==> src/scbp_defines.vh <==
// Constants for the sub-CPU bus port
`ifndef SCBP_DEFINES_VH
`define SCBP_DEFINES_VH
`define SCBP_REG_BASE     16'h0000
`define SCBP_REG_LIMIT    16'h00FF
`define SCBP_RAM_BASE     16'h8000
`define SCBP_RAM_WIDTH    15
`define SCBP_RAM_AW_SIM   10
`define SCBP_TIE_COUNT    8'hFF
`endif

==> src/scbp_sync.v <==
// Two-flop synchroniser for pin inputs
`timescale 1ns/100ps
module scbp_sync #(
  parameter W = 1
) (
  input  wire         clk,
  input  wire         rst_b,
  input  wire [W-1:0] d,
  output reg  [W-1:0] q
);
  reg [W-1:0] meta;
  // Resets to zero; callers invert active-low pins first so idle reads as zero
  always @(posedge clk or negedge rst_b) begin
    if (!rst_b) begin
      meta <= {W{1'b0}};
      q    <= {W{1'b0}};
    end else begin
      meta <= d;
      q    <= meta;
    end
  end
endmodule

==> src/scbp_port.v <==
// Sub-CPU bus port: muxed address/data slave toward the microcontroller
//
// Contract
// - Strap RAM data bit 7 at power-on reset to set the CPU reset polarity.
// - Read strobe held low permanently makes the write strobe a read/write line.
// - Write strobe always wins over read strobe; both active means a write.
// - Low address is captured from the muxed bus while the latch strobe is high.
// - Host-interface interrupt drives its open-drain line low only while pending.
// - Drive block and serial port interrupts use a second open-drain line.
// - Each unit's control registers are reachable by ordinary bus cycles.
// - Buffer RAM is directly readable and writable as scratchpad.
`timescale 1ns/100ps
`include "scbp_defines.vh"
module scbp_port (
  input  wire        clk,
  input  wire        rst_b,
  input  wire        por_active,
  input  wire        ram_data_bit7_strap,
  input  wire        cpu_reset_req,
  output reg         cpu_reset_out,
  input  wire [7:0]  muxed_data_low_address_in,
  output reg  [7:0]  muxed_data_low_address_out,
  output wire [7:0]  muxed_data_low_address_oe,
  input  wire [7:0]  high_address_lines,
  input  wire        addr_latch_en,
  input  wire        rd_b,
  input  wire        wr_b,
  input  wire        host_irq_pending,
  output wire        host_irq_out,
  output wire        host_irq_oe,
  input  wire        drive_irq_pending,
  input  wire        uart_irq_pending,
  output wire        drive_uart_irq_out,
  output wire        drive_uart_irq_oe,
  output reg         reg_wr,
  output reg         reg_rd,
  output reg  [7:0]  reg_addr,
  output reg  [7:0]  reg_wdata,
  input  wire [7:0]  reg_rdata,
  output reg         ram_wr,
  output reg         ram_rd,
  output reg  [14:0] ram_addr,
  output reg  [7:0]  ram_wdata,
  input  wire [7:0]  ram_rdata,
  input  wire        ram_rvalid
);
  localparam S_IDLE = 3'b001;
  localparam S_RD   = 3'b010;
  localparam S_WAIT = 3'b100;

  wire [7:0] bus_s;
  wire [7:0] hi_s;
  wire       ale_s;
  wire       rd_s;
  wire       wr_s;
  wire       strap_s;
  wire       por_s;

  // Bus and latch strobe pass equal sync delays, so the latched byte stays aligned
  // with the strobe that framed it
  scbp_sync #(.W(8)) u_sync_bus (
    .clk   (clk),
    .rst_b (rst_b),
    .d     (muxed_data_low_address_in),
    .q     (bus_s)
  );
  scbp_sync #(.W(8)) u_sync_hi (
    .clk   (clk),
    .rst_b (rst_b),
    .d     (high_address_lines),
    .q     (hi_s)
  );
  scbp_sync #(.W(5)) u_sync_ctl (
    .clk   (clk),
    .rst_b (rst_b),
    .d     ({addr_latch_en, ~rd_b, ~wr_b, ram_data_bit7_strap, por_active}),
    .q     ({ale_s, rd_s, wr_s, strap_s, por_s})
  );

  // Decode of a 16-bit address; used for read and write paths
  function [1:0] addr_sel;
    input [15:0] a;
    begin
      if (a >= `SCBP_RAM_BASE)
        addr_sel = 2'b10;
      else if (a <= `SCBP_REG_LIMIT)
        addr_sel = 2'b01;
      else
        addr_sel = 2'b00;
    end
  endfunction

  reg  [7:0]  low_addr;
  reg         rst_pol_high;
  reg  [2:0]  state;
  reg         drive_data;
  reg         rd_mode_rw;
  reg  [7:0]  rd_low_cnt;
  wire [15:0] full_addr = {hi_s, low_addr};
  wire [1:0]  sel       = addr_sel(full_addr);
  // With the read strobe tied low, wr_b high means read and low means write.
  // Limitation: in that mode the direction must settle before the latch strobe
  // falls, since the cycle is taken as soon as the latch is seen low.
  wire        is_wr     = wr_s;
  wire        is_rd     = rd_mode_rw ? ~wr_s : (rd_s & ~wr_s);
  wire        strobe_on = is_wr | is_rd;
  // A cycle ends when its strobes release or the next latch strobe rises; with
  // the read strobe tied low only the latch strobe can close it.
  wire        cyc_act   = strobe_on & ~ale_s;
  wire        cpu_reset_on = cpu_reset_req | por_s;

  assign muxed_data_low_address_oe = {8{drive_data}};
  assign host_irq_out       = 1'b0;
  assign host_irq_oe        = host_irq_pending;
  assign drive_uart_irq_out = 1'b0;
  assign drive_uart_irq_oe  = drive_irq_pending | uart_irq_pending;

  // Strap caught while the power-on reset is still asserted, after rst_b release.
  // Until a strap is seen the polarity flag reads as active-low.
  always @(posedge clk or negedge rst_b) begin
    if (!rst_b) begin
      rst_pol_high  <= 1'b0;
      cpu_reset_out <= 1'b0;
    end else begin
      if (por_s)
        rst_pol_high <= ~strap_s;
      // Active-high output follows the request, active-low output inverts it
      if (rst_pol_high)
        cpu_reset_out <= cpu_reset_on;
      else
        cpu_reset_out <= ~cpu_reset_on;
    end
  end

  // Read strobe held low through many latch-strobe cycles means it is tied low.
  // The flag only records the mode: decode already gives the write strobe priority.
  always @(posedge clk or negedge rst_b) begin
    if (!rst_b) begin
      rd_low_cnt <= 8'h00;
      rd_mode_rw <= 1'b0;
    end else if (!rd_s) begin
      rd_low_cnt <= 8'h00;
      rd_mode_rw <= 1'b0;
    end else if (rd_low_cnt == `SCBP_TIE_COUNT) begin
      rd_mode_rw <= 1'b1;
    end else if (ale_s) begin
      rd_low_cnt <= rd_low_cnt + 8'h01;
    end
  end

  always @(posedge clk or negedge rst_b) begin
    if (!rst_b)
      low_addr <= 8'h00;
    else if (ale_s)
      low_addr <= bus_s;
  end

  always @(posedge clk or negedge rst_b) begin
    if (!rst_b) begin
      state      <= S_IDLE;
      drive_data <= 1'b0;
      muxed_data_low_address_out <= 8'h00;
      reg_wr <= 1'b0;
      reg_rd <= 1'b0;
      ram_wr <= 1'b0;
      ram_rd <= 1'b0;
      reg_addr  <= 8'h00;
      reg_wdata <= 8'h00;
      ram_addr  <= 15'h0000;
      ram_wdata <= 8'h00;
    end else begin
      reg_wr <= 1'b0;
      reg_rd <= 1'b0;
      ram_wr <= 1'b0;
      ram_rd <= 1'b0;
      case (state)
        S_IDLE: begin
          drive_data <= 1'b0;
          if (!ale_s && is_wr) begin
            reg_addr  <= full_addr[7:0];
            reg_wdata <= bus_s;
            ram_addr  <= full_addr[14:0];
            ram_wdata <= bus_s;
            reg_wr    <= sel[0];
            ram_wr    <= sel[1];
            state     <= S_WAIT;
          end else if (!ale_s && is_rd) begin
            reg_addr <= full_addr[7:0];
            ram_addr <= full_addr[14:0];
            reg_rd   <= sel[0];
            ram_rd   <= sel[1];
            state    <= S_RD;
          end
        end
        S_RD: begin
          // Unmapped reads return zero rather than floating
          if (sel[1] && ram_rvalid)
            muxed_data_low_address_out <= ram_rdata;
          else if (sel[0])
            muxed_data_low_address_out <= reg_rdata;
          else
            muxed_data_low_address_out <= 8'h00;
          if (!sel[1] || ram_rvalid) begin
            drive_data <= 1'b1;
            state      <= S_WAIT;
          end
          if (!cyc_act)
            state <= S_IDLE;
        end
        S_WAIT: begin
          // A write on the pins releases the bus at once so the two sides never fight
          if (!cyc_act || is_wr) begin
            drive_data <= 1'b0;
          end
          if (!cyc_act)
            state <= S_IDLE;
        end
        default: state <= S_IDLE;
      endcase
    end
  end
endmodule

==> config.mk <==
export PLATFORM = sky130hd
export DESIGN_NAME = scbp_port
export DESIGN_NICKNAME = d
export VERILOG_FILES = /design/src/scbp_sync.v /design/src/scbp_port.v
export VERILOG_INCLUDE_DIRS = /design/src
export SDC_FILE = /design/constraint.sdc
export NUM_CORES = 1
export LEC_CHECK = 0
export BUFFER_PORTS_ARGS = -buffer_cell sky130_fd_sc_hd__buf_2
export CAP_MARGIN = 10
export CELL_PAD_IN_SITES_DETAIL_PLACEMENT = 1
export CELL_PAD_IN_SITES_GLOBAL_PLACEMENT = 1
export CORE_UTILIZATION = 38
export CTS_BUF_LIST = sky130_fd_sc_hd__clkbuf_2 sky130_fd_sc_hd__clkbuf_4 sky130_fd_sc_hd__clkbuf_8
export DETAILED_ROUTE_END_ITERATION = 8
export PLACE_DENSITY_LB_ADDON = 0.3
export SETUP_SLACK_MARGIN = 0.2
export SLEW_MARGIN = 10
export SYNTH_ARGS = -nofsm -noshare
export SYNTH_HDL_FRONTEND = slang
export SYNTH_SLANG_ARGS = --single-unit
==> constraint.sdc <==
create_clock -name clk -period 1.79 [get_ports clk]
set_clock_uncertainty 0.05 [all_clocks]
set_input_delay 0.2685 -clock clk [delete_from_list [all_inputs] [get_ports clk]]
set_output_delay 0.2685 -clock clk [all_outputs]
set_load 0.02 [all_outputs]
==> flow_metrics.py, run 1 <==
metrics = {
    "outcome": {
        "status": "finished clean",
    },
    "clocking": {
        "cts_made_buffers": 9,
        "worst_skew_pair.late_latency_ns": 0.35,
        "clk_path_buf_depth": 2,
        "cts_root_buf": "clkbuf_8",
        "htree_levels": 3,
        "clkTransAtPathRegs_ns": 0.09,
        "clock_sinks": 100,
        "cts_tree": "yes",
    },
    "synthesis": {
        "avgSynthCellArea_um2": 14.01,
        "synth_edf_count": 0,
        "synthTopCellsByArea": "dfrtp_1, mux2_2, buf_4, a32oi_1, nor2_1",
        "ys_seq_elements": 100,
        "syn-instance-count": 268,
        "yosysTopAreaCell": "dfrtp_1",
        "synth.top_cell.area_share_pct": 65.98,
        "synthFlopType": "dfrtp_1",
        "netlist_area_um2": 3755,
        "synth_warnings": 0,
        "yosys.cell_types.count": 42,
        "ys_async_sr_fraction_pct": 100.0,
        "yosysSeqAreaShare_pct": 66.68,
    },
    "sta": {
        "rsz0062_at_grt": "yes",
        "finalSetupTns_ns": 0,
        "max_slew_margin_pct": 64.51,
        "setup_viol": 0,
        "maxSlewViolCount": 0,
        "hold_viol_final": 0,
        "whs_ns": 0.1300,
        "max_freq_mhz": 630.3,
        "tightest_slew_ns": 0.5323,
        "fin_crit_sh_pct": 88.64,
        "post-route-min-period_ns": 1.587,
    },
    "grt": {
        "grt_pass1_vias": 2436,
        "track_usage_pct": 15.79,
        "grt_overflow_total": 0,
        "grt_pass1_wl_um": 12190,
        "grt_max_degree": 101,
        "grt_antenna_before_repair": 0,
    },
    "worst_setup_path": {
        "cp-start-kind": "flip-flop",
        "r2r_cells": 5,
        "crit_required_ns": 1.98,
        "worst_ep_arrival_time_ns": 1.78,
        "critPathMaxFanout": 7,
        "cp-end-kind": "flip-flop",
        "path_class": "reg2reg",
    },
    "floorplanning": {
        "die_w_um": 101.4,
        "fp.dieArea_um2": 10280,
        "io_pins": 108,
        "die_h_um": 101.4,
        "start_util_pct": 39.88,
        "num_rows": 35,
        "core_um2": 9415,
    },
    "cells_and_area": {
        "final_cell_mix": "buf_2, dfrtp_1, mux2_2, dlygate4sd3_1, nor2_1",
        "final_util_pct": 51.02,
        "nNetsFinal": 434,
        "final_common_cell": "buf_2",
        "final_cells": 521,
        "antenna_cells": 0,
        "layout-drive-gt1-share_pct": 46.94,
        "syn_to_final_growth_pct": 27.92,
        "n_fill_cell": 987,
    },
    "routing": {
        "routed_wl_um": 7890,
        "firstDrtPassIters": 4,
        "drc": 0,
        "vias": 2480,
        "drt_iter0_drc": 119,
        "drtAntennaViolNets": 0,
        "vias_per_cell": 4.760,
        "drt-wirelength-per-cell_um": 15.14,
    },
    "placed_design": {
        "hpwl_um": 5054,
        "dp.cells": 476,
        "gp_congestion": 0.7222,
        "portBuffers": 103,
    },
    "power": {
        "worst_ir_drop_vdd_mv": 0.7176,
        "total_leakage_power_nw": 2.255,
        "p_total_w": 0.005439,
        "power_density_nw_per_um2": 1132,
    },
    "min_path": {
        "hold_depth": 3,
        "hold_class": "in2reg",
    },
    "flow_run": {
        "drv_cap": 0,
    },
}
[final timing paths]
kind	startpoint	endpoint	slack [ns]
worst max-delay path	state[0]	reg_addr[1]	0.20
min in group asynchronous	rst_b	rd_low_cnt[5]	0.43
worst min-delay path	cpu_reset_req	cpu_reset_out	0.13
worst min register to register	u_sync_ctl.meta[0]	u_sync_ctl.q[0]	0.30
worst max register to register	state[0]	reg_addr[1]	0.20
max in group asynchronous	rst_b	state[2]	0.81
[metrics by stage]
stage          cell area [um^2]  setup WS (ns)
2_1_floorplan              3759        0.09029
3_3_place_gp               4293         0.1689
3_5_place_dp               4293         0.1304
4_1_cts                    4697         0.1776
5_1_grt                    4803         0.1832
6_report                   4803         0.2034
[sequential cells by signal (all words and copies together), names as in the netlist, 3 cells and up]
name / cells
low_addr: 8
muxed_data_low_address_out: 8
ram_addr: 8
ram_wdata: 8
rd_low_cnt: 8
u_sync_bus.meta: 8
u_sync_bus.q: 8
u_sync_hi.meta: 8
u_sync_hi.q: 8
reg_addr: 7
u_sync_ctl.meta: 5
u_sync_ctl.q: 5
state: 3
[layout make-up]
cell class / instances / area, um^2 / share of cell area, %
Clock inverter: 3 / 23.77 / 0.4949
Inverter: 10 / 37.54 / 0.7815
Sequential cell: 100 / 2507 / 52.20
Timing Repair Buffer: 144 / 927.1 / 19.30
Clock buffer: 11 / 138.9 / 2.891
Multi-Input combinational cell: 124 / 1007 / 20.97
Tap cell: 129 / 161.4 / 3.360
[Yosys cell counts (2+ instances only)]
cell,instances
inv_1,10
a211oi_1,2
o41ai_1,2
and3_1,3
mux2i_1,4
dfrtp_1,99
nor2_1,17
buf_4,27
a21oi_1,11
nor3b_1,2
nand2b_1,4
o21ai_0,2
nor4_2,2
a31oi_1,6
nor2b_1,2
nand3_1,2
a311oi_1,2
buf_2,4
mux2_2,31
a32oi_1,8
nand2_1,6
buf_1,2
[routing by layer]
metal	global-route usage (%)	vias up	routed length (um)
met5	0	-	0
met4	4.794	0	138
met2	26.48	92	3940
met3	3.934	11	416
met1	20.31	1234	3395
li1	-	1143	-
[power by group]
| part | switching (W) | internal [W] | total, W |
|---|---|---|---|
| clock network | 0.000723 | 0.000527 | 0.00125 |
| logic | 0.000823 | 0.000581 | 0.00140 |
| registers | 0.000210 | 0.00258 | 0.00279 |
| total | 0.00176 | 0.00368 | 0.00544 |
[worst max-delay path: stages (launching register included)]
cell	delay (ns)
dfstp_2	0.58
nand2b_4	0.07
nor4_4	0.12
buf_4	0.18
clkbuf_16	0.16
mux2_2	0.33
[repair_timing]
action,CTS,global route
pin swaps,0,2
cloned,0,1
setup endpoints to repair,28,31
buffers inserted,1,7
gates resized for setup,3,9
hold buffers,22,0
endpoints found under the hold margin,120,0
[cell families after synthesis]
| logic type | Yosys count | synth area share, % |
|---|---|---|
| xor gates and xnor gates | 1 | 0.2333 |
| muxes | 35 | 10.36 |
| DFF | 100 | 66.68 |
| other | 1 | 0.09987 |
| and+or+nand+nor | 48 | 7.897 |
| buffers and inverters | 45 | 7.531 |
| adders and majority gates | 1 | 0.3332 |
| AOI/OAI and AO/OA | 37 | 6.865 |
Power figures use the tool's default switching activity.
==> inputs of run 2 (changes only) <==
- CTS_BUF_LIST: sky130_fd_sc_hd__clkbuf_2 sky130_fd_sc_hd__clkbuf_4 sky130_fd_sc_hd__clkbuf_8 -> sky130_fd_sc_hd__clkbuf_8
==> run 2 against run 1 <==
Non-clock buffer count is 1 lower. Critical path depth stayed put. Register-to-register slack hardly changed. Critical endpoint unchanged. Routed wire length is 1.7% higher. Largest power group unchanged. Fmax is 0.16% lower. Clock power is 3% lower. Worst hold slack better by 0.0050 ns. Final area is 0.36% lower. Die area stayed put. Via count is 1.8% higher. Count of clock-buffer cells in the layout is 2 lower.
==> flow_metrics.py, run 2 (synthesized netlist as in run 1, its figures left out) <==
metrics = {
    "outcome": {
        "status": "finished clean",
    },
    "clocking": {
        "htree_levels": 3,
        "clkTransAtPathRegs_ns": 0.09,
        "cts_tree": "yes",
        "clock_sinks": 100,
        "cts_root_buf": "clkbuf_8",
        "cts_made_buffers": 9,
        "clk_path_buf_depth": 2,
        "worst_skew_pair.late_latency_ns": 0.35,
    },
    "routing": {
        "drc": 0,
        "firstDrtPassIters": 4,
        "drt_iter0_drc": 105,
        "drt-wirelength-per-cell_um": 15.44,
        "vias": 2524,
        "drtAntennaViolNets": 0,
        "vias_per_cell": 4.854,
        "routed_wl_um": 8028,
    },
    "sta": {
        "fin_crit_sh_pct": 88.78,
        "max_slew_margin_pct": 63.57,
        "finalSetupTns_ns": 0,
        "maxSlewViolCount": 0,
        "post-route-min-period_ns": 1.589,
        "hold_viol_final": 0,
        "rsz0062_at_grt": "yes",
        "setup_viol": 0,
        "max_freq_mhz": 629.3,
        "tightest_slew_ns": 0.5465,
    },
    "placed_design": {
        "gp_congestion": 0.7222,
        "hpwl_um": 5054,
        "portBuffers": 103,
    },
    "cells_and_area": {
        "final_cell_mix": "buf_2, dfrtp_1, mux2_2, dlygate4sd3_1, nor2_1",
        "nNetsFinal": 433,
        "layout-drive-gt1-share_pct": 46.55,
        "antenna_cells": 0,
        "syn_to_final_growth_pct": 27.46,
        "n_fill_cell": 997,
        "final_common_cell": "buf_2",
    },
    "floorplanning": {
        "io_pins": 108,
        "core_um2": 9415,
        "die_w_um": 101.4,
        "fp.dieArea_um2": 10280,
        "die_h_um": 101.4,
        "num_rows": 35,
        "start_util_pct": 39.88,
    },
    "power": {
        "power_density_nw_per_um2": 1128,
        "worst_ir_drop_vdd_mv": 0.7207,
        "p_total_w": 0.005399,
        "total_leakage_power_nw": 2.247,
    },
    "flow_run": {
        "drv_cap": 0,
    },
    "worst_setup_path": {
        "crit_required_ns": 1.98,
        "r2r_start": "state[0]",
        "path_class": "reg2reg",
        "critPathLaunch": "state[0]",
        "worst_ep_arrival_time_ns": 1.78,
        "cp-start-kind": "flip-flop",
        "r2r_cells": 5,
        "critPathMaxFanout": 7,
        "cp-end-kind": "flip-flop",
    },
    "grt": {
        "grt_pass1_vias": 2446,
        "grt_max_degree": 101,
        "grt_pass1_wl_um": 12250,
        "grt_overflow_total": 0,
        "grt_antenna_before_repair": 0,
        "track_usage_pct": 15.85,
    },
    "min_path": {
        "hold_depth": 3,
        "worstHoldStart": "cpu_reset_req",
        "hold_class": "in2reg",
    },
}
## run 2: where the power goes
| group | total, W | internal, W | switching (W) |
|---|---|---|---|
| clock network | 0.00121 | 0.000486 | 0.000722 |
| registers | 0.00279 | 0.00258 | 0.000214 |
| logic | 0.00140 | 0.000575 | 0.000825 |
| total | 0.00540 | 0.00364 | 0.00176 |
## run 2: final timing paths
kind	to	slack [ns]
max	reg_addr[1]	0.20
min	cpu_reset_out	0.13
max reg2reg	reg_addr[1]	0.20
min reg2reg	u_sync_ctl.q[0]	0.30
max in group asynchronous	u_sync_ctl.q[2]	0.80
min in group asynchronous	rd_low_cnt[5]	0.43
## run 2: final cells by class
class | count | area, um^2 | share of cell area, %
clock buffer | 9 | 123.9 | 2.588
clock inverter | 5 | 31.28 | 0.6536
inverter | 10 | 37.54 | 0.7843
multi-input combinational | 124 | 1003 | 20.97
sequential | 100 | 2509 | 52.42
tap | 129 | 161.4 | 3.373
timing repair buffer | 143 | 919.6 | 19.22
## run 2: through the flow
| stage | cells | worst slack [ns] | utilization (%) | area (um^2) | hold slack, ns |
|---|---|---|---|---|---|
| 5_1_grt | 520 | 0.1689 | 50.83 | 4786 | 0.1194 |
| 3_5_place_dp | 476 | 0.1304 | 45.59 | 4293 | 0.2858 |
| 6_report | 520 | 0.2008 | 50.83 | 4786 | 0.1350 |
| 2_1_floorplan | 269 | 0.09029 | - | 3759 | -0.07709 |
| 4_1_cts | 513 | 0.1788 | 49.81 | 4690 | 0.1235 |
| 3_3_place_gp | 476 | 0.1689 | 45.59 | 4293 | 0.2815 |
## run 2: routing by layer
metal / track usage (%) / up-vias / share of wire (%)
met3: 4.555 / 12 / 5.6
met1: 20.06 / 1265 / 43
li1: - / 1141 / -
met5: 0 / - / 0
met2: 26.95 / 106 / 50
met4: 3.790 / 0 / 0.90
## run 2: what timing repair did
item | CTS | global route
resized for setup | 3 | 9
cloned | 0 | 1
hold buffers | 22 | 0
pin swaps | 0 | 2
hold endpoints to repair | 120 | 0
buffers inserted | 1 | 6
setup endpoints to repair | 28 | 30
## run 2: critical path, stage by stage (launching register included)
cell	delay (ns)
dfstp_2	0.58
nand2b_4	0.07
nor4_4	0.12
buf_4	0.18
clkbuf_16	0.15
mux2_2	0.33
==> inputs of run 3 (changes only) <==
- BUFFER_PORTS_ARGS: -buffer_cell sky130_fd_sc_hd__buf_2 -> default
- CORE_UTILIZATION: 38 -> 47
- DONT_BUFFER_PORTS: default -> 1
==> run 3 against run 2 <==
The run now ends with hold timing left. Non-clock buffer count down 105. Critical path depth down 1. Combinational power down 61%. Critical endpoint unchanged. Largest cell class unchanged.
==> flow_metrics.py, run 3 (synthesized netlist as in run 1, its figures left out) <==
metrics = {
    "floorplanning": {
        "fp.dieArea_um2": 8350,
        "io_pins": 108,
        "die_w_um": 91.38,
        "core_um2": 7727,
        "die_h_um": 91.38,
        "num_rows": 32,
        "start_util_pct": 48.59,
    },
    "routing": {
        "drt-wirelength-per-cell_um": 18.55,
        "vias_per_cell": 5.400,
        "drtAntennaViolNets": 0,
        "drt_iter0_drc": 80,
        "drc": 0,
        "routed_wl_um": 7236,
        "vias": 2106,
        "firstDrtPassIters": 4,
    },
    "placed_design": {
        "dpl_worst_slack_ns": 0.1290,
        "portBuffers": 0,
        "hpwl_um": 4443,
        "dp.cells": 348,
        "gp_congestion": 0.8562,
    },
    "worst_setup_path": {
        "cp_top_family": "flip-flops",
        "path_class": "reg2reg",
        "crit_buf_inv": 1,
        "cp_slowest_cell": "dfstp_2",
        "worst_ep_arrival_time_ns": 1.78,
        "cp-end-kind": "flip-flop",
        "cp-start-kind": "flip-flop",
        "path_cells": "nand2b_4 -> nor4_4 -> buf_6 -> mux2_2",
        "critPathMaxFanout": 6,
        "crit_required_ns": 1.99,
        "cpPeakStageDelay_ns": 0.59,
    },
    "clocking": {
        "cts_made_buffers": 9,
        "holdBufCountCts": 21,
        "htree_levels": 3,
        "clk_path_buf_depth": 2,
        "cts_root_buf": "clkbuf_8",
        "clock_sinks": 100,
        "worst_skew_pair.late_latency_ns": 0.36,
        "clkTransAtPathRegs_ns": 0.10,
        "cts_tree": "yes",
    },
    "outcome": {
        "status": "finished, violations left",
        "violations": "hold timing",
    },
    "min_path": {
        "hold_class": "in2async",
    },
    "flow_run": {
        "drv_cap": 0,
    },
    "cells_and_area": {
        "antenna_cells": 0,
        "nNetsFinal": 328,
        "syn_to_final_growth_pct": 13.46,
        "final_cells": 390,
        "final_util_pct": 55.13,
        "final_cell_mix": "dfrtp_1, dlygate4sd3_1, mux2_2, nor2_1, buf_4",
        "final_common_cell": "dfrtp_1",
        "layout-drive-gt1-share_pct": 27.08,
    },
    "power": {
        "power_density_nw_per_um2": 1202,
        "switching_share_pct": 33.24,
        "pwr-share-clk_pct": 25.4,
        "seqPwrFrac_pct": 64.0,
        "p_comb_share_pct": 10.6,
        "total_leakage_power_nw": 1.862,
        "internal-power_w": 0.003419,
        "worst_ir_drop_vdd_mv": 0.7696,
        "switching_power_w": 0.001703,
    },
    "sta": {
        "maxSlewViolCount": 0,
        "whs_ns": -0.4563,
        "finalWorstSetupSlack_ns": 0.2069,
        "setup_viol": 0,
        "fin_crit_sh_pct": 88.44,
        "max_freq_mhz": 631.7,
        "finalSetupTns_ns": 0,
        "rsz0062_at_grt": "yes",
        "post-route-min-period_ns": 1.583,
        "hold_viol_final": 100,
    },
    "grt": {
        "grt_pass1_wl_um": 11470,
        "grt_max_degree": 101,
        "grt_use_met2_pct": 31.14,
        "grt_pass1_vias": 2267,
        "grt_overflow_total": 0,
        "track_usage_pct": 18.36,
        "grt_antenna_before_repair": 0,
        "top_usage_layer": "met2",
        "globalRouteMet1Util_pct": 21.33,
        "met3_usage_pct": 6.030,
    },
}
-- run 3: through the flow --
step           area, um^2  hold slack (ns)  total power, W
6_report             4260          -0.4563        0.005122
5_1_grt              4260          -0.4909        0.005363
4_1_cts              4199          -0.4805        0.005132
3_5_place_dp         3744         -0.07249        0.003752
3_3_place_gp         3744         -0.07206        0.003709
2_1_floorplan        3759         -0.07709        0.003751
-- run 3: cell type report --
class	count	area, um^2
clock buffer	9	123.9
clock inverter	7	52.55
fill	761	3467
inverter	10	37.54
multi-input combinational	124	1054
sequential	100	2507
tap	102	127.6
timing repair buffer	38	357.8
-- run 3: what timing repair did --
action                     in CTS  in global routing
hold endpoints to repair      121                100
gates resized for setup        11                 13
pin swaps                       1                  1
setup buffers                   3                  1
setup endpoints to repair      27                 29
cloned                          1                  0
-- run 3: path summary, 6_finish.rpt --
path / slack [ns] / cells past startpoint / from / end
setup / recovery: 0.21 / 4 / state[0] / reg_addr[1]
min in group clk: 0.04 / 2 / cpu_reset_req / cpu_reset_out
max in group asynchronous: 1.95 / 0 / rst_b / state[0]
hold reg to reg: 0.30 / 0 / u_sync_bus.meta[4] / u_sync_bus.q[4]
hold / removal: -0.46 / 0 / rst_b / rd_low_cnt[3]
setup reg to reg: 0.21 / 4 / state[0] / reg_addr[1]
-- run 3: power by group through the flow --
stage	combinational, W	sequential, W	clock [W]
2_1_floorplan	0.000664	0.00309	0
3_3_place_gp	0.000395	0.00331	0
3_5_place_dp	0.000422	0.00333	0
4_1_cts	0.000497	0.00328	0.00135
5_1_grt	0.000598	0.00333	0.00143
6_report	0.000544	0.00328	0.00130
-- run 3: per-layer routing --
metal	share of wire (%)	vias up
met4	2.0	0
met1	41	1092
li1	-	936
met5	0	-
met2	51	65
met3	6.4	13
-- run 3: worst reg2reg max path, delay by kind of cell (launching register included) --
kind	cells	cell delay [ns]
simple gates	2	0.30
flops	1	0.59
mux	1	0.33
buf+inv	1	0.20
